**src/logic/mocfg_pkg.sv**
```systemverilog
`default_nettype none

package mocfg_pkg;

	// Register map
	localparam logic [7:0] REG_BASE = 8'h28;
	localparam int REG_COUNT = 4;
	localparam logic [7:0] OFS_LIMITS = 8'h28;
	localparam logic [7:0] OFS_RAMP = 8'h29;
	localparam logic [7:0] OFS_SENSE = 8'h2a;
	localparam logic [7:0] OFS_SPEED = 8'h2b;
	localparam logic [3:0][7:0] REG_RESET = {8'h00, 8'h00, 8'h00, 8'h00};
	localparam logic [7:0] UNMAPPED_READ = 8'h00;

	// Field positions
	localparam int ACCEL_MSB = 7;
	localparam int ACCEL_LSB = 4;
	localparam int LOCK_MSB = 3;
	localparam int LOCK_LSB = 1;
	localparam int CL_STUCK_BIT = 7;
	localparam int RAMP_MSB = 6;
	localparam int RAMP_LSB = 4;
	localparam int DEAD_MSB = 3;
	localparam int DEAD_LSB = 0;
	localparam int SENSE_MSB = 7;
	localparam int SENSE_LSB = 4;
	localparam int OL_STUCK_BIT = 3;
	localparam int VREG_BIT = 2;
	localparam int RATE_MSB = 1;
	localparam int RATE_LSB = 0;
	localparam int TACH_OL_MSB = 7;
	localparam int TACH_OL_LSB = 6;
	localparam int TACH_CYC_MSB = 5;
	localparam int TACH_CYC_LSB = 4;
	localparam int KT_HIGH_BIT = 2;
	localparam int KT_LOW_BIT = 3;
	localparam int SPD_MODE_BIT = 1;
	localparam int CL_DIS_BIT = 0;
	localparam int XFER_RANGE_BIT = 4;

	// Units: mA, ns, 0.1 Hz, mVCC/s, Hz
	localparam logic [11:0] ACCEL_STEP_MA = 12'h0c8;
	localparam logic [11:0] LOCK_STEP_MA = 12'h190;
	localparam logic [9:0] DEAD_STEP_NS = 10'h028;
	localparam logic [11:0] SENSE_STEP_MA = 12'h0c8;
	localparam logic [11:0] XFER_FINE_DHZ = 12'h008;
	localparam logic [11:0] XFER_COARSE_DHZ = 12'h080;
	localparam logic [16:0] RAMP_FAST = 17'h0bb80;
	localparam logic [7:0][16:0] RAMP_TABLE = {17'h0002d, 17'h0005b, 17'h000be,
		17'h00172, 17'h00302, RAMP_FAST, RAMP_FAST, 17'h00000};
	localparam logic [3:0][6:0] SENSE_RATE_HZ = {7'h5f, 7'h2f, 7'h18, 7'h0c};

	// Tachometer loop-gating codes
	localparam logic [1:0] TACH_BOTH = 2'h0;
	localparam logic [1:0] TACH_CLOSED = 2'h1;
	localparam logic [1:0] TACH_FIRST = 2'h2;

	// Serial interface
	localparam logic [3:0] BYTE_BITS = 4'h8;

	typedef enum logic [6:0] {
		ST_IDLE = 7'h01,
		ST_ADDR = 7'h02,
		ST_PTR = 7'h04,
		ST_WRITE = 7'h08,
		ST_ACK = 7'h10,
		ST_READ = 7'h20,
		ST_RACK = 7'h40
	} mocfg_state_t;

endpackage

`default_nettype wire

```
**src/logic/mocfg_bank.sv**
```systemverilog
`timescale 1ns/10ps
`default_nettype none

// Operation
// - Acceleration current limit is field times 0.2 A; zero disables it.
// - Lock current threshold is field plus one, times 0.4 A.
// - Offset 0x29 bit 7 enables the closed-loop stuck fault.
// - Ramp code 0 unlimited, 1 and 2 give 48 VCC/s, rest step down.
// - Dead time is field plus one, times 40 ns.
// - Sense threshold zero means align-and-go; else 0.2 A times field plus one.
// - Offset 0x2A bit 3 enables the open-loop stuck fault.
// - Offset 0x2A bit 2 selects regulator: zero 5 V, one 3.3 V.
// - Sense rate codes give 12, 24, 47 or 95 Hz.
// - Tach gating: both loops, closed only, closed plus first open; 11 reserved.
// - Tach ratio: 1/1, 2/3, 1/2 or 1/3 pulses per electrical cycle.
// - Bit 2 picks high limit 3/2 or 2; bit 3 low 3/4 or 1/2.
// - Offset 0x2B bit 1 selects analog or PWM speed input.
// - Offset 0x2B bit 0 set keeps the controller in open loop.
// - Transfer speed is n times 0.8 Hz, or n plus one times 12.8 Hz.
module mocfg_bank
	import mocfg_pkg::*;
#(
	parameter logic [6:0] DEV_ADDR = 7'h10
) (
	// Clock and reset
	input wire logic ref_clk,
	input wire logic rstn,
	// Two-wire register interface
	input wire logic sclIn,
	input wire logic sdaIn,
	output logic sdaOut,
	output logic sdaOe,
	// Transfer speed field kept by the start-up bank
	input wire logic [4:0] loopTransferSpeed,
	// Current limits
	output logic accelLimitEnable,
	output logic [11:0] accelCurrentLimitMa,
	output logic [11:0] lockCurrentThresholdMa,
	// Fault enables
	output logic closedLoopStuckEnable,
	output logic openLoopStuckEnable,
	// Closed-loop ramp and gate drive
	output logic rampUnlimited,
	output logic [16:0] closedLoopRampRate,
	output logic [9:0] deadTimeNs,
	// Inductive position sensing
	output logic inductivePositionSensing,
	output logic [11:0] inductiveSenseThresholdMa,
	output logic [6:0] inductiveSenseRateHz,
	// Regulator
	output logic regulatorVoltageSelect,
	// Tachometer output
	output logic tachOpenLoopEnable,
	output logic tachFirstOpenOnly,
	output logic tachClosedLoopEnable,
	output logic [1:0] tachPulses,
	output logic [1:0] tachCycles,
	// Motor constant limits, in halves and quarters of nominal
	output logic [2:0] motorConstantHighHalves,
	output logic [2:0] motorConstantLowQuarters,
	// Speed input and loop transfer
	output logic speedInputPwm,
	output logic closedLoopDisable,
	output logic [11:0] loopTransferSpeedDhz
);

	logic sclSync;
	logic sdaSync;
	logic sclPrev;
	logic sdaPrev;
	logic sclRise;
	logic sclFall;
	logic startCond;
	logic stopCond;
	mocfg_state_t state;
	mocfg_state_t afterAck;
	logic [3:0] bitCnt;
	logic [7:0] shiftReg;
	logic [7:0] pointer;
	logic [7:0] txByte;
	logic [7:0] readData;
	logic masterAck;
	logic recvState;
	logic byteDone;
	logic addrMatch;
	logic addrHit;
	logic ptrLoad;
	logic wrStrobe;
	logic rdLoad;
	logic [7:0] regFile [REG_COUNT];

	mocfg_sync #(
		.RST_VAL(1'b1)
	) sclSyncU (
		.ref_clk(ref_clk),
		.rstn(rstn),
		.pinIn(sclIn),
		.level(sclSync)
	);

	mocfg_sync #(
		.RST_VAL(1'b1)
	) sdaSyncU (
		.ref_clk(ref_clk),
		.rstn(rstn),
		.pinIn(sdaIn),
		.level(sdaSync)
	);

	always_ff @(posedge ref_clk or negedge rstn) begin
		if (!rstn) begin
			sclPrev <= 1'b1;
			sdaPrev <= 1'b1;
		end else begin
			sclPrev <= sclSync;
			sdaPrev <= sdaSync;
		end
	end

	assign sclRise = sclSync & ~sclPrev;
	assign sclFall = ~sclSync & sclPrev;
	assign startCond = sclSync & sclPrev & sdaPrev & ~sdaSync;
	assign stopCond = sclSync & sclPrev & ~sdaPrev & sdaSync;

	assign recvState = (state == ST_ADDR) || (state == ST_PTR) || (state == ST_WRITE);
	assign byteDone = sclFall && recvState && (bitCnt == BYTE_BITS);
	assign addrMatch = (shiftReg[7:1] == DEV_ADDR);
	assign addrHit = byteDone && (state == ST_ADDR) && addrMatch;
	assign ptrLoad = byteDone && (state == ST_PTR);
	assign wrStrobe = byteDone && (state == ST_WRITE);
	assign rdLoad = sclFall && (((state == ST_ACK) && (afterAck == ST_READ)) ||
		((state == ST_RACK) && masterAck));

	// Byte framing; a start or stop anywhere resynchronises the engine
	always_ff @(posedge ref_clk or negedge rstn) begin
		if (!rstn) begin
			state <= ST_IDLE;
			afterAck <= ST_IDLE;
			bitCnt <= 4'h0;
		end else if (startCond) begin
			state <= ST_ADDR;
			bitCnt <= 4'h0;
		end else if (stopCond) begin
			state <= ST_IDLE;
			bitCnt <= 4'h0;
		end else begin
			case (state)
				ST_ADDR, ST_PTR, ST_WRITE: begin
					if (sclRise) begin
						bitCnt <= bitCnt + 4'h1;
					end else if (byteDone) begin
						bitCnt <= 4'h0;
						if ((state == ST_ADDR) && !addrMatch) begin
							state <= ST_IDLE;
						end else begin
							state <= ST_ACK;
							if (state != ST_ADDR) begin
								afterAck <= ST_WRITE;
							end else if (shiftReg[0]) begin
								afterAck <= ST_READ;
							end else begin
								afterAck <= ST_PTR;
							end
						end
					end
				end
				ST_ACK: begin
					if (sclFall) begin
						state <= afterAck;
					end
				end
				ST_READ: begin
					if (sclRise) begin
						bitCnt <= bitCnt + 4'h1;
					end else if (sclFall && (bitCnt == BYTE_BITS)) begin
						state <= ST_RACK;
						bitCnt <= 4'h0;
					end
				end
				ST_RACK: begin
					if (sclFall) begin
						state <= masterAck ? ST_READ : ST_IDLE;
					end
				end
				default: begin
					state <= ST_IDLE;
				end
			endcase
		end
	end

	always_ff @(posedge ref_clk or negedge rstn) begin
		if (!rstn) begin
			shiftReg <= 8'h00;
		end else if (sclRise && recvState) begin
			shiftReg <= {shiftReg[6:0], sdaSync};
		end
	end

	// A high level in the acknowledge slot ends a read burst
	always_ff @(posedge ref_clk or negedge rstn) begin
		if (!rstn) begin
			masterAck <= 1'b0;
		end else if (sclRise && (state == ST_RACK)) begin
			masterAck <= ~sdaSync;
		end
	end

	// Pointer advances after every data byte so bursts walk the bank
	always_ff @(posedge ref_clk or negedge rstn) begin
		if (!rstn) begin
			pointer <= 8'h00;
		end else if (ptrLoad) begin
			pointer <= shiftReg;
		end else if (wrStrobe || rdLoad) begin
			pointer <= pointer + 8'h01;
		end
	end

	always_comb begin
		readData = UNMAPPED_READ;
		if ((pointer >= REG_BASE) && (pointer < REG_BASE + 8'(REG_COUNT))) begin
			readData = regFile[2'(pointer - REG_BASE)];
		end
	end

	always_ff @(posedge ref_clk or negedge rstn) begin
		if (!rstn) begin
			txByte <= 8'h00;
		end else if (rdLoad) begin
			txByte <= readData;
		end else if (sclFall && (state == ST_READ)) begin
			txByte <= {txByte[6:0], 1'b0};
		end
	end

	// Data changes only while the clock is low, so no false start or stop
	always_ff @(posedge ref_clk or negedge rstn) begin
		if (!rstn) begin
			sdaOe <= 1'b0;
		end else if (startCond || stopCond) begin
			sdaOe <= 1'b0;
		end else if (addrHit || ptrLoad || wrStrobe) begin
			sdaOe <= 1'b1;
		end else if (rdLoad) begin
			sdaOe <= ~readData[7];
		end else if (sclFall && (state == ST_ACK)) begin
			sdaOe <= 1'b0;
		end else if (sclFall && (state == ST_READ)) begin
			sdaOe <= (bitCnt == BYTE_BITS) ? 1'b0 : ~txByte[6];
		end
	end

	// Open-drain: the pin is only ever pulled low
	always_ff @(posedge ref_clk or negedge rstn) begin
		if (!rstn) begin
			sdaOut <= 1'b0;
		end else begin
			sdaOut <= 1'b0;
		end
	end

	// Writes outside the bank are acknowledged and dropped
	for (genvar i = 0; i < REG_COUNT; i++) begin : g_reg
		always_ff @(posedge ref_clk or negedge rstn) begin
			if (!rstn) begin
				regFile[i] <= REG_RESET[i];
			end else if (wrStrobe && (pointer == REG_BASE + 8'(i))) begin
				regFile[i] <= shiftReg;
			end
		end
	end

	logic decAccelEn;
	logic [11:0] decAccelMa;
	logic [11:0] decLockMa;
	logic decRampInf;
	logic [16:0] decRampRate;
	logic [9:0] decDeadNs;
	logic decSenseEn;
	logic [11:0] decSenseMa;
	logic [6:0] decSenseHz;
	logic decTachOpen;
	logic decTachFirst;
	logic decTachClosed;
	logic [1:0] decPulses;
	logic [1:0] decCycles;
	logic [2:0] decKtHigh;
	logic [2:0] decKtLow;
	logic [11:0] decXferDhz;
	logic [7:0] limitsReg;
	logic [7:0] rampReg;
	logic [7:0] senseReg;
	logic [7:0] speedReg;

	assign limitsReg = regFile[2'(OFS_LIMITS - REG_BASE)];
	assign rampReg = regFile[2'(OFS_RAMP - REG_BASE)];
	assign senseReg = regFile[2'(OFS_SENSE - REG_BASE)];
	assign speedReg = regFile[2'(OFS_SPEED - REG_BASE)];

	// Bit 0 of the limits register is stored for read-back only
	mocfg_decode decodeU (
		.limitsReg(limitsReg),
		.rampReg(rampReg),
		.senseReg(senseReg),
		.speedReg(speedReg),
		.xferField(loopTransferSpeed),
		.accelEn(decAccelEn),
		.accelMa(decAccelMa),
		.lockMa(decLockMa),
		.rampInf(decRampInf),
		.rampRate(decRampRate),
		.deadNs(decDeadNs),
		.senseEn(decSenseEn),
		.senseMa(decSenseMa),
		.senseHz(decSenseHz),
		.tachOpen(decTachOpen),
		.tachFirst(decTachFirst),
		.tachClosed(decTachClosed),
		.pulses(decPulses),
		.cycles(decCycles),
		.ktHigh(decKtHigh),
		.ktLow(decKtLow),
		.xferDhz(decXferDhz)
	);

	// Decoded settings are registered so downstream sees no decode glitches
	always_ff @(posedge ref_clk or negedge rstn) begin
		if (!rstn) begin
			accelLimitEnable <= 1'b0;
			accelCurrentLimitMa <= 12'h000;
			lockCurrentThresholdMa <= 12'h000;
			closedLoopStuckEnable <= 1'b0;
			openLoopStuckEnable <= 1'b0;
			rampUnlimited <= 1'b0;
			closedLoopRampRate <= 17'h00000;
			deadTimeNs <= 10'h000;
			inductivePositionSensing <= 1'b0;
			inductiveSenseThresholdMa <= 12'h000;
			inductiveSenseRateHz <= 7'h00;
			regulatorVoltageSelect <= 1'b0;
			tachOpenLoopEnable <= 1'b0;
			tachFirstOpenOnly <= 1'b0;
			tachClosedLoopEnable <= 1'b0;
			tachPulses <= 2'h0;
			tachCycles <= 2'h0;
			motorConstantHighHalves <= 3'h0;
			motorConstantLowQuarters <= 3'h0;
			speedInputPwm <= 1'b0;
			closedLoopDisable <= 1'b0;
			loopTransferSpeedDhz <= 12'h000;
		end else begin
			accelLimitEnable <= decAccelEn;
			accelCurrentLimitMa <= decAccelMa;
			lockCurrentThresholdMa <= decLockMa;
			closedLoopStuckEnable <= rampReg[CL_STUCK_BIT];
			openLoopStuckEnable <= senseReg[OL_STUCK_BIT];
			rampUnlimited <= decRampInf;
			closedLoopRampRate <= decRampRate;
			deadTimeNs <= decDeadNs;
			inductivePositionSensing <= decSenseEn;
			inductiveSenseThresholdMa <= decSenseMa;
			inductiveSenseRateHz <= decSenseHz;
			regulatorVoltageSelect <= senseReg[VREG_BIT];
			tachOpenLoopEnable <= decTachOpen;
			tachFirstOpenOnly <= decTachFirst;
			tachClosedLoopEnable <= decTachClosed;
			tachPulses <= decPulses;
			tachCycles <= decCycles;
			motorConstantHighHalves <= decKtHigh;
			motorConstantLowQuarters <= decKtLow;
			speedInputPwm <= speedReg[SPD_MODE_BIT];
			closedLoopDisable <= speedReg[CL_DIS_BIT];
			loopTransferSpeedDhz <= decXferDhz;
		end
	end

endmodule

`default_nettype wire

```
**src/logic/mocfg_sync.sv**
```systemverilog
`timescale 1ns/10ps
`default_nettype none

module mocfg_sync
	import mocfg_pkg::*;
#(
	parameter logic RST_VAL = 1'b1
) (
	// Clock and reset
	input wire logic ref_clk,
	input wire logic rstn,
	// Pin and filtered level
	input wire logic pinIn,
	output logic level
);

	logic [2:0] stages;

	// A change is taken only once the last two stages agree
	always_ff @(posedge ref_clk or negedge rstn) begin
		if (!rstn) begin
			stages <= {3{RST_VAL}};
			level <= RST_VAL;
		end else begin
			stages <= {stages[1:0], pinIn};
			if (stages[1] == stages[2]) begin
				level <= stages[2];
			end
		end
	end

endmodule

`default_nettype wire

```
**src/logic/mocfg_decode.sv**
```systemverilog
`timescale 1ns/10ps
`default_nettype none

module mocfg_decode
	import mocfg_pkg::*;
(
	// Register contents
	input wire logic [7:0] limitsReg,
	input wire logic [7:0] rampReg,
	input wire logic [7:0] senseReg,
	input wire logic [7:0] speedReg,
	input wire logic [4:0] xferField,
	// Decoded settings
	output logic accelEn,
	output logic [11:0] accelMa,
	output logic [11:0] lockMa,
	output logic rampInf,
	output logic [16:0] rampRate,
	output logic [9:0] deadNs,
	output logic senseEn,
	output logic [11:0] senseMa,
	output logic [6:0] senseHz,
	output logic tachOpen,
	output logic tachFirst,
	output logic tachClosed,
	output logic [1:0] pulses,
	output logic [1:0] cycles,
	output logic [2:0] ktHigh,
	output logic [2:0] ktLow,
	output logic [11:0] xferDhz
);

	logic [3:0] accelN;
	logic [2:0] lockN;
	logic [2:0] rampN;
	logic [3:0] senseN;
	logic [1:0] tachSel;
	logic [1:0] tachCyc;

	assign accelN = limitsReg[ACCEL_MSB:ACCEL_LSB];
	assign lockN = limitsReg[LOCK_MSB:LOCK_LSB];
	assign rampN = rampReg[RAMP_MSB:RAMP_LSB];
	assign senseN = senseReg[SENSE_MSB:SENSE_LSB];
	assign tachSel = speedReg[TACH_OL_MSB:TACH_OL_LSB];
	assign tachCyc = speedReg[TACH_CYC_MSB:TACH_CYC_LSB];

	assign accelEn = (accelN != 4'h0);
	assign accelMa = 12'(accelN) * ACCEL_STEP_MA;
	assign lockMa = (12'(lockN) + 12'h001) * LOCK_STEP_MA;
	assign rampInf = (rampN == 3'h0);
	assign rampRate = RAMP_TABLE[rampN];
	assign deadNs = (10'(rampReg[DEAD_MSB:DEAD_LSB]) + 10'h001) * DEAD_STEP_NS;
	assign senseEn = (senseN != 4'h0);
	assign senseMa = senseEn ? (12'(senseN) + 12'h001) * SENSE_STEP_MA : 12'h000;
	assign senseHz = SENSE_RATE_HZ[senseReg[RATE_MSB:RATE_LSB]];

	// Reserved gating code turns the tach output off in every loop
	assign tachOpen = (tachSel == TACH_BOTH);
	assign tachFirst = (tachSel == TACH_FIRST);
	assign tachClosed = (tachSel != 2'h3);

	always_comb begin
		case (tachCyc)
			2'h0: begin
				pulses = 2'h1;
				cycles = 2'h1;
			end
			2'h1: begin
				pulses = 2'h2;
				cycles = 2'h3;
			end
			2'h2: begin
				pulses = 2'h1;
				cycles = 2'h2;
			end
			default: begin
				pulses = 2'h1;
				cycles = 2'h3;
			end
		endcase
	end

	assign ktHigh = speedReg[KT_HIGH_BIT] ? 3'h4 : 3'h3;
	assign ktLow = speedReg[KT_LOW_BIT] ? 3'h2 : 3'h3;

	assign xferDhz = xferField[XFER_RANGE_BIT] ?
		(12'(xferField[3:0]) + 12'h001) * XFER_COARSE_DHZ :
		12'(xferField[3:0]) * XFER_FINE_DHZ;

endmodule

`default_nettype wire

```
**config.mk**
```make
export PLATFORM = sky130hd
export DESIGN_NAME = mocfg_bank
export DESIGN_NICKNAME = d
export VERILOG_FILES = /design/src/logic/mocfg_pkg.sv /design/src/logic/mocfg_bank.sv /design/src/logic/mocfg_sync.sv /design/src/logic/mocfg_decode.sv
export SDC_FILE = /design/constraint.sdc
export NUM_CORES = 1
export LEC_CHECK = 0
export BUFFER_PORTS_ARGS = -buffer_cell sky130_fd_sc_hd__buf_2
export CAP_MARGIN = 0
export CORE_ASPECT_RATIO = 0.7
export CORE_MARGIN = 1.5
export CORE_UTILIZATION = 40
export DETAILED_ROUTE_END_ITERATION = 7
export HOLD_SLACK_MARGIN = 0.15
export PLACE_DENSITY = 0.65
export REMOVE_ABC_BUFFERS = 1
export SYNTH_ARGS = -nofsm -noshare
export SYNTH_HDL_FRONTEND = slang
export SYNTH_SLANG_ARGS = --single-unit
```
**constraint.sdc**
```tcl
create_clock -name ref_clk -period 3.1 [get_ports ref_clk]
set_input_delay 0.465 -clock ref_clk [delete_from_list [all_inputs] [get_ports ref_clk]]
set_output_delay 0.465 -clock ref_clk [all_outputs]
set_load 0.01 [all_outputs]
```
### Yosys cells after proc, flatten, opt, wreduce, memory -nomap -nowiden

Memories as Yosys holds them, arrays and structs flattened. A register that Yosys moved wholly into a read port is not among the register bits.
Cells that the tools add are included.
W data, S select, Z words.

| word-level totals | value |
|---|---|
| register bits after elaboration | 161 |
| memory bits (read-only) | 136 |
| bits of input ports | 9 |
| output and inout bits | 105 |
| word-level logic and storage cells | 185 |
| memories kept | 1 |

Memory list:

| memory | words | width | rd ports | clocked after Yosys merged registers in | write ports | line | source |
|---|---|---|---|---|---|---|---|
| (name not given) | 8 | 17 | 1 | 1 | 0 | mocfg_decode.sv:51 | `assign rampRate = RAMP_TABLE[rampN];` |

| operators by class | value |
|---|---|
| $add $sub $neg | 7 |
| $mul | 4 |
| order comparisons | 4 |
| eq/ne operators | 28 |
| muxes and demuxes | 42 |
| bitwise operators | 18 |
| reduce and logical (&&, ||, !) cells | 42 |

Operators by type and width:

| kind | count |
|---|---|
| $mux W7 | 11 |
| $mux W8 | 5 |
| $eq A8 B6 Y1 const B | 4 |
| $pmux W7 S4 | 1 |
| $mux W12 | 2 |
| $mux W4 | 6 |
| $ne A4 B4 Y1 const B | 6 |
| $logic_and A1 B1 Y1 | 20 |
| $mux W6 | 3 |
| $bmux W8 S2 | 1 |
| $add A4 B1 Y5 const B | 3 |
| $bmux W7 S2 | 1 |
| $eq A7 B5 Y1 const B | 2 |
| $eq A7 B6 Y1 const B | 2 |
| $mul A12 B5 Y8 const B | 1 |
| $mul A12 B5 Y9 const B | 1 |
| $reduce_and A6 Y1 | 2 |
| $reduce_bool A4 Y1 | 3 |
| $mul A10 B3 Y7 const B | 1 |
| $ne A5 B5 Y1 const B | 2 |
| $not A1 Y1 | 10 |
| $mul A4 B5 Y9 const B | 1 |
| $add A8 B1 Y8 const B | 1 |
| $ge A8 B6 Y1 const B | 1 |
| other kinds (32) | 55 |

### Depth between registers and ports, before layout

Gate-level depths: netlist of run 1.

| logic depth | value |
|---|---|
| word-level depth | 11 |
| gate-level depth with buffers | 12 |

### Cells and area by module

Synthesis of run 1 repeated with hierarchy kept, for this count alone.

| unflattened totals | value |
|---|---|
| cells, all modules | 640 |
| area total of the unflattened synthesis | 8231.6 um2 |

Modules (own cells, without submodules):

| module | times used | cells each | area each (um2) | seq. area each (um2) |
|---|---|---|---|---|
| mocfg_bank | 1 | 432 | 6424.9 | 4434.3 |
| mocfg_decode | 1 | 198 | 1574.0 | 0.0 |
| mocfg_sync | 2 | 5 | 116.4 | 105.1 |

### Worst setup path after synthesis of run 1

OpenSTA, ideal clock, no wires.

| path | value |
|---|---|
| path kind | flip-flop to flip-flop |
| start | reg regFile (netlist bit senseReg[4]) |
| end | reg inductiveSenseThresholdMa[11] |
| library setup time | 154 ps |
| arrival | 2401 ps |
| slack | 544 ps |
| stages on the path, launching flop included | 12 |
| path buffers | 1 |
| period minus slack after synthesis | 2556 ps |
| cells stage by stage | dfrtp_1 -> clkbuf_1 -> nand3_1 -> xor2_1 -> ha_1 -> inv_1 -> ha_1 -> ha_1 -> ha_1 -> a31oi_1 -> xnor2_1 -> nor2_1 |

| between the ends | value |
|---|---|
| cells in the longest elaborated chain, start to end | 3 |

Ends and longest elaborated chain:

| what | line | source |
|---|---|---|
| from (decl) | mocfg_bank.sv:90 | `logic [7:0] regFile [REG_COUNT];` |
| from (signal, indexed assignment) | mocfg_bank.sv:267 | `regFile[i] <= REG_RESET[i];` |
| from (signal, indexed assignment) | mocfg_bank.sv:269 | `regFile[i] <= shiftReg;` |
| $add A4 B1 Y5 | mocfg_decode.sv:54 | `assign senseMa = senseEn ? (12'(senseN) + 12'h001) * SENSE_STEP_MA : 12'h000;` |
| $mul A12 B5 Y9 | mocfg_decode.sv:54 |  |
| $mux W12 (*) | mocfg_decode.sv:54 |  |
| named net decSenseMa[11] | mocfg_bank.sv:281 | `logic [11:0] decSenseMa;` |
| to (signal assigned) | mocfg_bank.sv:362 | `inductiveSenseThresholdMa <= decSenseMa;` |
| to (decl) | mocfg_bank.sv:48 | `output logic [11:0] inductiveSenseThresholdMa,` |

The timed path passes the listed nets; every way through them passes the cells marked *.
A chain may end at the register's enable or synchronous reset.

### Worst setup path in the final report of run 1

Same ends and word-level chain as after synthesis.

==> results of run 1 <==
==> cells by family (layout without fill, tap and decap cells) <==
logic type / Yosys count / count (layout) / synth area share (%)
multiplexers: 66 / 66 / 11.1
flip-flops: 159 / 159 / 54.0
AND/OR/NAND/NOR: 150 / 150 / 11.3
adder cells (fa/ha/maj): 56 / 56 / 9.77
XOR/XNOR: 25 / 25 / 2.96
AO/OA/AOI/OAI: 63 / 63 / 5.61
other: 2 / 23 / 0.101
buffers and inverters: 74 / 164 / 5.26
==> synth_stat cells, types with 8 or more instances <==
master / n / area (um2)
nor2_1: 21 / 78.8
dfrtp_1: 147 / 3680
ha_1: 49 / 613
mux2_2: 41 / 462
dfstp_2: 12 / 315
and2_1: 9 / 56.3
inv_1: 34 / 128
xnor2_1: 13 / 114
nand2b_1: 12 / 75.1
xor2_1: 12 / 105
o21ai_0: 15 / 75.1
buf_4: 27 / 203
nand2_1: 31 / 116
nor2b_1: 31 / 194
mux4_2: 8 / 180
a21oi_1: 11 / 55.1
nand3_1: 10 / 50.1
clkbuf_1: 8 / 30.0
mux2i_1: 12 / 120
nor3_1: 8 / 40.0
==> where the power goes <==
group | total (mW) | switching [mW] | internal [mW]
Combinational | 0.124 | 0.0881 | 0.0364
Sequential | 2.12 | 0.0161 | 2.10
Clock | 2.11 | 0.850 | 1.26
==> worst reg2reg max path: stages, from the launching register on <==
cell and delay (ps):
dfrtp_1 480, ha_1 270, and3_1 180, ha_1 290, inv_1 40, ha_1 280
ha_1 300, ha_1 320, a31oi_1 200, xnor2_1 130, nor2_1 50
==> through the flow <==
stage	area (um2)	hold slack (ps)	power, mW	setup WS (ps)
6_report	8650	231	4.35	457
4_1_cts	8650	211	4.41	427
3_5_place_dp	8020	348	2.28	434
3_3_place_gp	8020	346	2.28	526
5_1_grt	8650	214	4.51	319
2_1_floorplan	7220	169	2.20	577
==> sequential cells by signal, indices dropped and copies added (netlist names), 4 cells and up <==
name                       cells
closedLoopRampRate            11
accelCurrentLimitMa            9
inductiveSenseThresholdMa      9
loopTransferSpeedDhz           9
limitsReg                      8
lockCurrentThresholdMa         8
pointer                        8
rampReg                        8
senseReg                       8
shiftReg                       8
speedReg                       8
deadTimeNs                     7
state                          7
txByte                         7
inductiveSenseRateHz           6
afterAck                       4
bitCnt                         4
==> cell type report <==
cell class	instances	area (um2)	area share, %
clock inverters	11	130	1.50
flip-flops and latches	159	3990	46.2
repair buffers	98	532	6.15
multi-input cells	383	3100	35.8
well taps	236	295	3.41
clock buffers	21	470	5.44
inverters	34	128	1.48
==> worst paths after layout <==
check,endpoint,slack (ps),cells after the start
worst max-delay path,inductiveSenseThresholdMa[11]$_DFF_PN0_,460,10
worst min-delay path,loopTransferSpeedDhz[7]$_DFF_PN0_,230,2
worst min register to register,sdaSyncU.stages[1]$_DFF_PN1_,350,0
max in group asynchronous,loopTransferSpeedDhz[10]$_DFF_PN0_,1610,3
worst max register to register,inductiveSenseThresholdMa[11]$_DFF_PN0_,460,10
min in group asynchronous,inductiveSenseRateHz[3]$_DFF_PN0_,660,2
==> per-layer routing <==
| layer | part of all wire, % | wire [um] | up-vias | track usage, % |
|---|---|---|---|---|
| met5 | 0 | 0 | - | 0 |
| met4 | 1.4 | 213 | 0 | 5.36 |
| met3 | 6.0 | 891 | 15 | 4.65 |
| met2 | 44 | 6480 | 150 | 24.0 |
| met1 | 49 | 7230 | 2369 | 23.3 |
| li1 | - | - | 2197 | - |
==> run_results.csv, run 1 <==
group,metric,value,unit
route,viasPerCell,5.02,
floorplan,row_count,41,
outcome,status,"finished, final reports clean",
power,p_leak,4.44,nW
cts,cts.clk_slew.worst_paths,70,ps
worst_setup_path,cp.arrival,2960,ps
floorplan,die_h,117,um
job,drv_cap,0,
finish,finalNonFillerCells,942,
global_routing,grt_use_total,16.3,%
floorplan,coreArea,18100,um2
floorplan,start_util,41.0,%
placed_design,place.gp.congestion,0.919,
cts,clock-sinks,159,
cts,clock-root-buffer,"clkbuf_16",
route,detail-route-antenna-nets,0,
finish,final_cell_mix,"dfrtp_1, buf_2, ha_1",
worst_setup_path,crit_buf_inv,1,
worst_setup_path,slowest_delay,480,ps
route,wl,14800,um
cts,cts_resized,0,
global_routing,grt_pass1_wl,23900,um
floorplan,die_x,166,um
power,irDropWorstVdd,0.000323,V
sta,fin_crit,2640,ps
global_routing,overflow,0,
sta,tightest_slew,1000,ps
worst_setup_path,critPathMaxFanout,9,
route,drtIter0Drc,328,
worst_setup_path,critPathCaptureType,"flop",
finish,area_delta_synth_final,16.8,%
finish,fin_nets,755,
synthesis,synth-seq-area-share,54.0,%
worst_setup_path,cp_cell_sequence,"ha_1 > and3_1 > ha_1 > inv_1 > ha_1 > ha_1 > ha_1 > a31oi_1 > xnor2_1 > nor2_1",
sta,finalHoldViolCount,0,
synthesis,ys.flop_type,"dfrtp_1",
placed_design,port_buffers,92,
min_path,min_from,"loopTransferSpeed[0]",
worst_setup_path,critPathKind,"flop to flop",
finish,utilization,47.9,%
floorplan,dieArea,19300,um2
route,wl_per_cell,15.7,um
finish,fillers,1595,
worst_setup_path,critPathLaunch,"senseReg[4]$_DFFE_PN0P_",
cts,h-tree-depth,4,
worst_setup_path,critical_path_required,3420,ps
sta,maxSlewViolCount,0,
synthesis,ys_warn_count,0,
worst_setup_path,start_kind,"flop",
cts,cts_buffers,17,
synthesis,synth-seq-cells,159,
route,firstDrtPassIters,5,
placed_design,dp.cells,907,
synthesis,synth_edf_count,0,
route,vias,4731,
sta,rsz0062_at_grt,"false",
worst_setup_path,reg2reg_from,"senseReg[4]$_DFFE_PN0P_",
global_routing,grt_pass1_vias,4632,
synthesis,synthCells,595,
floorplan,io_pins,114,
worst_setup_path,cp_top_family,"adder cells",
synthesis,synth-async-reset-ratio,100,%
finish,layout-drive-gt1-share,27.5,%
cts,cts_tree,"built",
power,p_per_area,503,nW/um2
sta,clock_skew,6.49,ps
placed_design,hpwlAfterDp,10300,um
global_routing,grt_max_degree,84,
cts,post_cts_buffers,0,
sta,tns,0,ps
route,drc,0,
min_path,hp-class,"input port to flop",
synthesis,syn-mean-instance-area,12.4,um2
cts,cts_hold_buffers,3,
cts,clock_latency,420,ps
sta,max_freq,378,MHz
synthesis,ys_types,59,
sta,max_slew_margin,32.9,%
worst_setup_path,cp_slowest_cell,"dfrtp_1",
worst_setup_path,critPathMostFrequentCell,"ha_1",
finish,diodes,0,
finish,final_common_cell,"dfrtp_1",
cts,clockBufferDepth,2,
global_routing,antenna_found_initial,0,
sta,setup_viol,0,
sta,period_share,85.3,%
synthesis,synth.cell_area,7400,um2
Note: power is estimated with default switching activity, not from simulation.
==> inputs of run 2 (changes only) <==
PLACE_DENSITY = 0.64   (was 0.65)
SYNTH_HIERARCHICAL = 1   (was not set)
==> run 2 against run 1 <==
- synthesized area grew 11%
- flip-flop and latch count grew 26
- global-route usage shrank 1.1 points
- combinational power grew 35%
- clock power grew 9%
- non-clock buffer count grew 30
- register-to-register slack lost 70 ps
- clock-buffer cell count shrank 3
- routed wire length grew 3.8%
- worst setup slack lost 67 ps
- cell count grew 11%
==> run_results.csv, run 2 <==
group,metric,value,unit
outcome,status,"finished, final reports clean",
synthesis,synth.cell_area,8230,um2
floorplan,io_pins,114,
finish,final_common_cell,"dfrtp_1",
floorplan,dieArea,21500,um2
job,drv_cap,0,
global_routing,grt_pass1_vias,4694,
sta,postLayoutSetupSlackWorst,389,ps
cts,clock-root-buffer,"clkbuf_16",
sta,maxSlewViolCount,0,
floorplan,die_x,174,um
power,irDropWorstVdd,0.000298,V
sta,tightest_slew,707,ps
global_routing,grt_max_degree,73,
synthesis,ys_warn_count,6,
route,drtIter0Drc,182,
cts,clock_latency,430,ps
synthesis,ys_types,63,
synthesis,synth_area_leaders,"dfrtp_1, ha_1, mux2_2, dfstp_2, buf_4",
sta,max_freq,369,MHz
synthesis,yosys.area.top_type,"dfrtp_1",
sta,period_share,87.4,%
cts,post_cts_buffers,0,
cts,cts_hold_buffers,3,
finish,finalNonFillerCells,1041,
cts,cts_resized,0,
synthesis,synth_top_area_share,52.6,%
finish,area_delta_synth_final,17.1,%
power,p_per_area,513,nW/um2
finish,layout-drive-gt1-share,30.9,%
finish,utilization,48.2,%
synthesis,synthCells,640,
route,viasPerCell,4.74,
synthesis,synth.most_common_cell,"dfrtp_1",
finish,fin_nets,821,
placed_design,hpwlAfterDp,10900,um
finish,final_cell_mix,"dfrtp_1, buf_2, ha_1",
sta,max_slew_margin,52.7,%
route,wl,15400,um
synthesis,syn-mean-instance-area,12.9,um2
global_routing,antenna_found_initial,0,
sta,tns,0,ps
synthesis,synth-seq-cells,185,
placed_design,port_buffers,112,
min_path,hp-class,"input port to flop",
global_routing,overflow,0,
route,firstDrtPassIters,4,
worst_setup_path,start_kind,"flop",
sta,rsz0062_at_grt,"false",
synthesis,synth-async-reset-ratio,100,%
synthesis,ys.flop_type,"dfrtp_1",
sta,finalHoldViolCount,0,
finish,regMostFlops,"closedLoopRampRate",
floorplan,die_h,123,um
route,drc,0,
global_routing,grt_use_total,15.2,%
finish,largest_reg_flops,17,
route,vias,4934,
floorplan,coreArea,20000,um2
floorplan,row_count,43,
cts,cts_buffers,17,
power,p_leak,4.97,nW
worst_setup_path,critical_path_required,3390,ps
synthesis,synth_edf_count,0,
global_routing,grt_pass1_wl,25100,um
route,detail-route-antenna-nets,0,
sta,setup_viol,0,
cts,cts_tree,"built",
worst_setup_path,critPathCaptureType,"flop",
worst_setup_path,critPathKind,"flop to flop",
synthesis,synth-seq-area-share,56.4,%
sta,fin_crit,2710,ps
power,power,4.94,mW
worst_setup_path,cp.arrival,3000,ps
sta,clock_skew,8.00,ps
route,wl_per_cell,14.8,um
worst_setup_path,critPathMaxFanout,6,
placed_design,dp.cells,1006,
synthesis,synth_common_cells,"dfrtp_1, ha_1, mux2_2",
cts,h-tree-depth,4,
cts,clockBufferDepth,2,
placed_design,dpl_worst_slack,374,ps
cts,clock-sinks,185,
floorplan,start_util,41.1,%
cts,cts.clk_slew.worst_paths,70,ps
placed_design,place.gp.congestion,0.841,
## run 2: cell types whose count changed in the layout (fill, tap and decap cells not counted), sizes merged, moves of 4 or more
cell,previous run,this run
nand2,31,23
dfrtp,147,173
clkinv,6,2
nor2b,31,20
o21ai,15,19
and3,6,10
a21oi,11,20
mux2,46,41
nor2,21,27
nand3,11,24
buf,95,124
## run 2: critical path, cell delays in order, from the launching register on
cell     delay (ps)
dfrtp_1         440
ha_1            230
and3_2          230
ha_1            270
inv_1            40
ha_1            280
ha_1            290
ha_1            330
a31oi_1         210
and3_1          200
nor3_2           40
## run 2: metrics by stage
stage	hold slack [ps]	area [um2]
2_1_floorplan	169	7970
3_3_place_gp	346	8990
3_5_place_dp	347	8990
4_1_cts	216	9640
5_1_grt	222	9640
6_report	227	9640
## run 2: cell families (layout without fill, tap and decap cells)
| logic type | after synthesis | count (layout) | share of synthesized area [%] |
|---|---|---|---|
| multiplexers | 61 | 61 | 9.39 |
| adder cells (fa/ha/maj) | 56 | 56 | 8.76 |
| XOR/XNOR | 26 | 26 | 2.86 |
| other | 3 | 25 | 0.137 |
| AO/OA/AOI/OAI | 71 | 71 | 5.75 |
| AND/OR/NAND/NOR | 154 | 154 | 11.0 |
| flip-flops | 185 | 185 | 56.4 |
| buffers and inverters | 84 | 193 | 5.70 |
## run 2: final timing paths
path	startpoint	end	slack, ps	depth (start not counted)
hold / removal	loopTransferSpeed[0]	loopTransferSpeedDhz[7]$_DFF_PN0_	230	2
setup / recovery	senseReg[5]$_DFFE_PN0P_	inductiveSenseThresholdMa[11]$_DFF_PN0_	390	10
hold reg to reg	sdaSyncU/stages[0]$_DFF_PN1_	sdaSyncU/stages[1]$_DFF_PN1_	360	0
setup reg to reg	senseReg[5]$_DFFE_PN0P_	inductiveSenseThresholdMa[11]$_DFF_PN0_	390	10
min in group asynchronous	rstn	lockCurrentThresholdMa[0]$_DFF_PN0_	590	2
max in group asynchronous	rstn	inductiveSenseRateHz[4]$_DFF_PN0_	1680	3
## run 2: routing by layer
metal | up-vias | wire, um | global-route usage, %
met5 | - | 0 | 0
met4 | 0 | 206 | 5.50
met3 | 12 | 663 | 3.35
met2 | 105 | 6450 | 21.6
met1 | 2435 | 8050 | 22.7
li1 | 2382 | - | -
## run 2: area by class of cell
| cell class | instances | area (um2) |
|---|---|---|
| clock inverter | 13 | 193 |
| multi-input combinational | 392 | 3200 |
| tap | 270 | 338 |
| clock buffer | 18 | 429 |
| fill | 1800 | 10400 |
| antenna | 1 | 2.50 |
| inverter | 34 | 128 |
| timing repair buffer | 128 | 709 |
| sequential | 185 | 4640 |
## run 2: report_power, final
part / internal [mW] / switching (mW) / total (mW)
logic: 0.0561 / 0.112 / 0.168
registers: 2.46 / 0.0256 / 2.48
clock network: 1.36 / 0.933 / 2.29
==> inputs of run 3 (changes only) <==
GPL_TIMING_DRIVEN = 0   (was not set)
==> run 3 against run 2 <==
- register-to-register slack worse by 170 ps
- sequential share of layout area is 0.43 points higher
- largest cell class unchanged
- critical endpoint unchanged
- flip-flop and latch count stayed put
- via count is 0.77% lower
- critical path type unchanged
==> run_results.csv, run 3 (synthesis results as in run 2) <==
group,metric,value,unit
finish,utilization,47.7,%
finish,area_delta_synth_final,16.1,%
worst_setup_path,critPathLaunch,"senseReg[4]$_DFFE_PN0P_",
floorplan,die_x,174,um
cts,clock-sinks,185,
power,p_leak,4.92,nW
worst_setup_path,cp_top_family,"adder cells",
route,wl,15000,um
power,p_per_area,512,nW/um2
floorplan,die_h,123,um
worst_setup_path,critPathCaptureType,"flop",
cts,post_cts_buffers,0,
finish,finalNonFillerCells,1029,
outcome,status,"finished, final reports clean",
finish,final_cell_mix,"dfrtp_1, buf_2, ha_1",
finish,multi_input_area,3200,um2
floorplan,start_util,41.1,%
sta,fin_crit,2880,ps
global_routing,grt_pass1_wl,25000,um
finish,ff_latch_area,4640,um2
worst_setup_path,critPathKind,"flop to flop",
global_routing,grt_pass1_vias,4596,
placed_design,hpwlAfterDp,10600,um
worst_setup_path,start_kind,"flop",
min_path,min_from,"loopTransferSpeed[0]",
global_routing,grt_max_degree,106,
route,drtIter0Drc,216,
cts,cts_tree,"built",
job,drv_cap,0,
route,drc,0,
floorplan,coreArea,20000,um2
sta,maxSlewViolCount,0,
placed_design,dp.cells,994,
worst_setup_path,crit_buf_inv,1,
worst_setup_path,critical_path_required,3380,ps
worst_setup_path,cp_slowest_cell,"dfrtp_1",
global_routing,antenna_found_initial,0,
power,irDropWorstVdd,0.000317,V
sta,tightest_slew,1100,ps
finish,final_common_cell,"dfrtp_1",
route,firstDrtPassIters,4,
min_path,hp-class,"input port to flop",
finish,regMostFlops,"closedLoopRampRate",
cts,clock-root-buffer,"clkbuf_16",
worst_setup_path,cp_cell_sequence,"ha_1 > and3_2 > ha_1 > inv_1 > ha_1 > ha_1 > ha_1 > a31oi_1 > and3_1 > nor3_2",
cts,cts_buffers,17,
cts,cts_resized,0,
placed_design,port_buffers,112,
route,detail-route-antenna-nets,0,
finish,layout-drive-gt1-share,30.0,%
sta,period_share,93.0,%
worst_setup_path,reg2reg_from,"senseReg[4]$_DFFE_PN0P_",
cts,h-tree-depth,4,
floorplan,row_count,43,
finish,largest_reg_flops,17,
route,vias,4896,
finish,fin_nets,809,
floorplan,dieArea,21500,um2
global_routing,overflow,0,
sta,clock_skew,15.3,ps
sta,rsz0062_at_grt,"false",
finish,fillers,1831,
worst_setup_path,slowest_delay,540,ps
global_routing,grt_use_total,14.9,%
floorplan,io_pins,114,
worst_setup_path,critPathMaxFanout,10,
cts,clock_latency,420,ps
worst_setup_path,critPathMostFrequentCell,"ha_1",
worst_setup_path,cp.arrival,3170,ps
sta,finalHoldViolCount,0,
sta,max_slew_margin,26.3,%
cts,cts.clk_slew.worst_paths,70,ps
finish,diodes,0,
placed_design,place.gp.congestion,0.798,
route,wl_per_cell,14.5,um
sta,setup_viol,0,
cts,clockBufferDepth,2,
sta,max_freq,347,MHz
route,viasPerCell,4.76,
-- run 3: cell types whose count changed in the layout (fill, tap and decap cells not counted), sizes merged, moves of 2 or more --
cell      delta
bufinv       -2
clkinv       +3
clkinvlp     -2
inv          +2
buf         -11
-- run 3: metal layers --
layer  vias to the layer above  routed length, um  GRT usage [%]
li1                       2372                  -              -
met1                      2407               7800           22.9
met2                       111               6290           20.6
met3                         6                771           3.94
met4                         0                 88           4.04
met5                         -                  0              0
-- run 3: metrics by stage --
stage / worst slack (ps) / cell area (um2) / power [mW] / TNS, ps / hold slack, ps
2_1_floorplan: 437 / 7970 / 2.59 / 0 / 169
3_3_place_gp: -1400 / 8870 / 2.69 / -242920 / 346
3_5_place_dp: 234 / 8900 / 2.70 / 0 / 347
4_1_cts: 220 / 9560 / 4.98 / 0 / 203
5_1_grt: 38.3 / 9560 / 5.11 / 0 / 211
6_report: 217 / 9560 / 4.90 / 0 / 230
-- run 3: report_power, final --
group          leakage, nW  internal (mW)  switching [mW]
combinational         2.21         0.0528           0.111
sequential            2.41           2.46          0.0257
clock                0.302           1.25            1.00
-- run 3: worst paths after layout --
path                                                           endpoint  slack, ps  depth (start not counted)
worst max-delay path            inductiveSenseThresholdMa[11]$_DFF_PN0_        220                         10
worst min-delay path                  loopTransferSpeedDhz[7]$_DFF_PN0_        230                          2
worst max register to register  inductiveSenseThresholdMa[11]$_DFF_PN0_        220                         10
worst min register to register             sdaSyncU/stages[1]$_DFF_PN1_        360                          0
max in group asynchronous                  sclSyncU/stages[1]$_DFF_PN1_       1560                          3
min in group asynchronous           lockCurrentThresholdMa[0]$_DFF_PN0_        620                          2
-- run 3: timing repair --
item,CTS,global route
endpoints found under the setup margin,0,0
hold buffers,3,0
endpoints found under the hold margin,82,0
-- run 3: worst register-to-register path: cells and delay by family, from the launching register on --
kind	cells	cell delay [ps]
buffers and inverters	1	40
AO/OA/AOI/OAI	1	220
flip-flops	1	540
AND/OR/NAND/NOR	3	460
adder cells (fa/ha/maj)	5	1470
-- run 3: layout make-up --
class / instances / area share, %
Sequential cell: 185 / 48.6
Multi-Input combinational cell: 392 / 33.5
Timing Repair Buffer: 116 / 6.57
Clock buffer: 18 / 4.60
Tap cell: 270 / 3.54
Clock inverter: 14 / 1.90
Inverter: 34 / 1.34
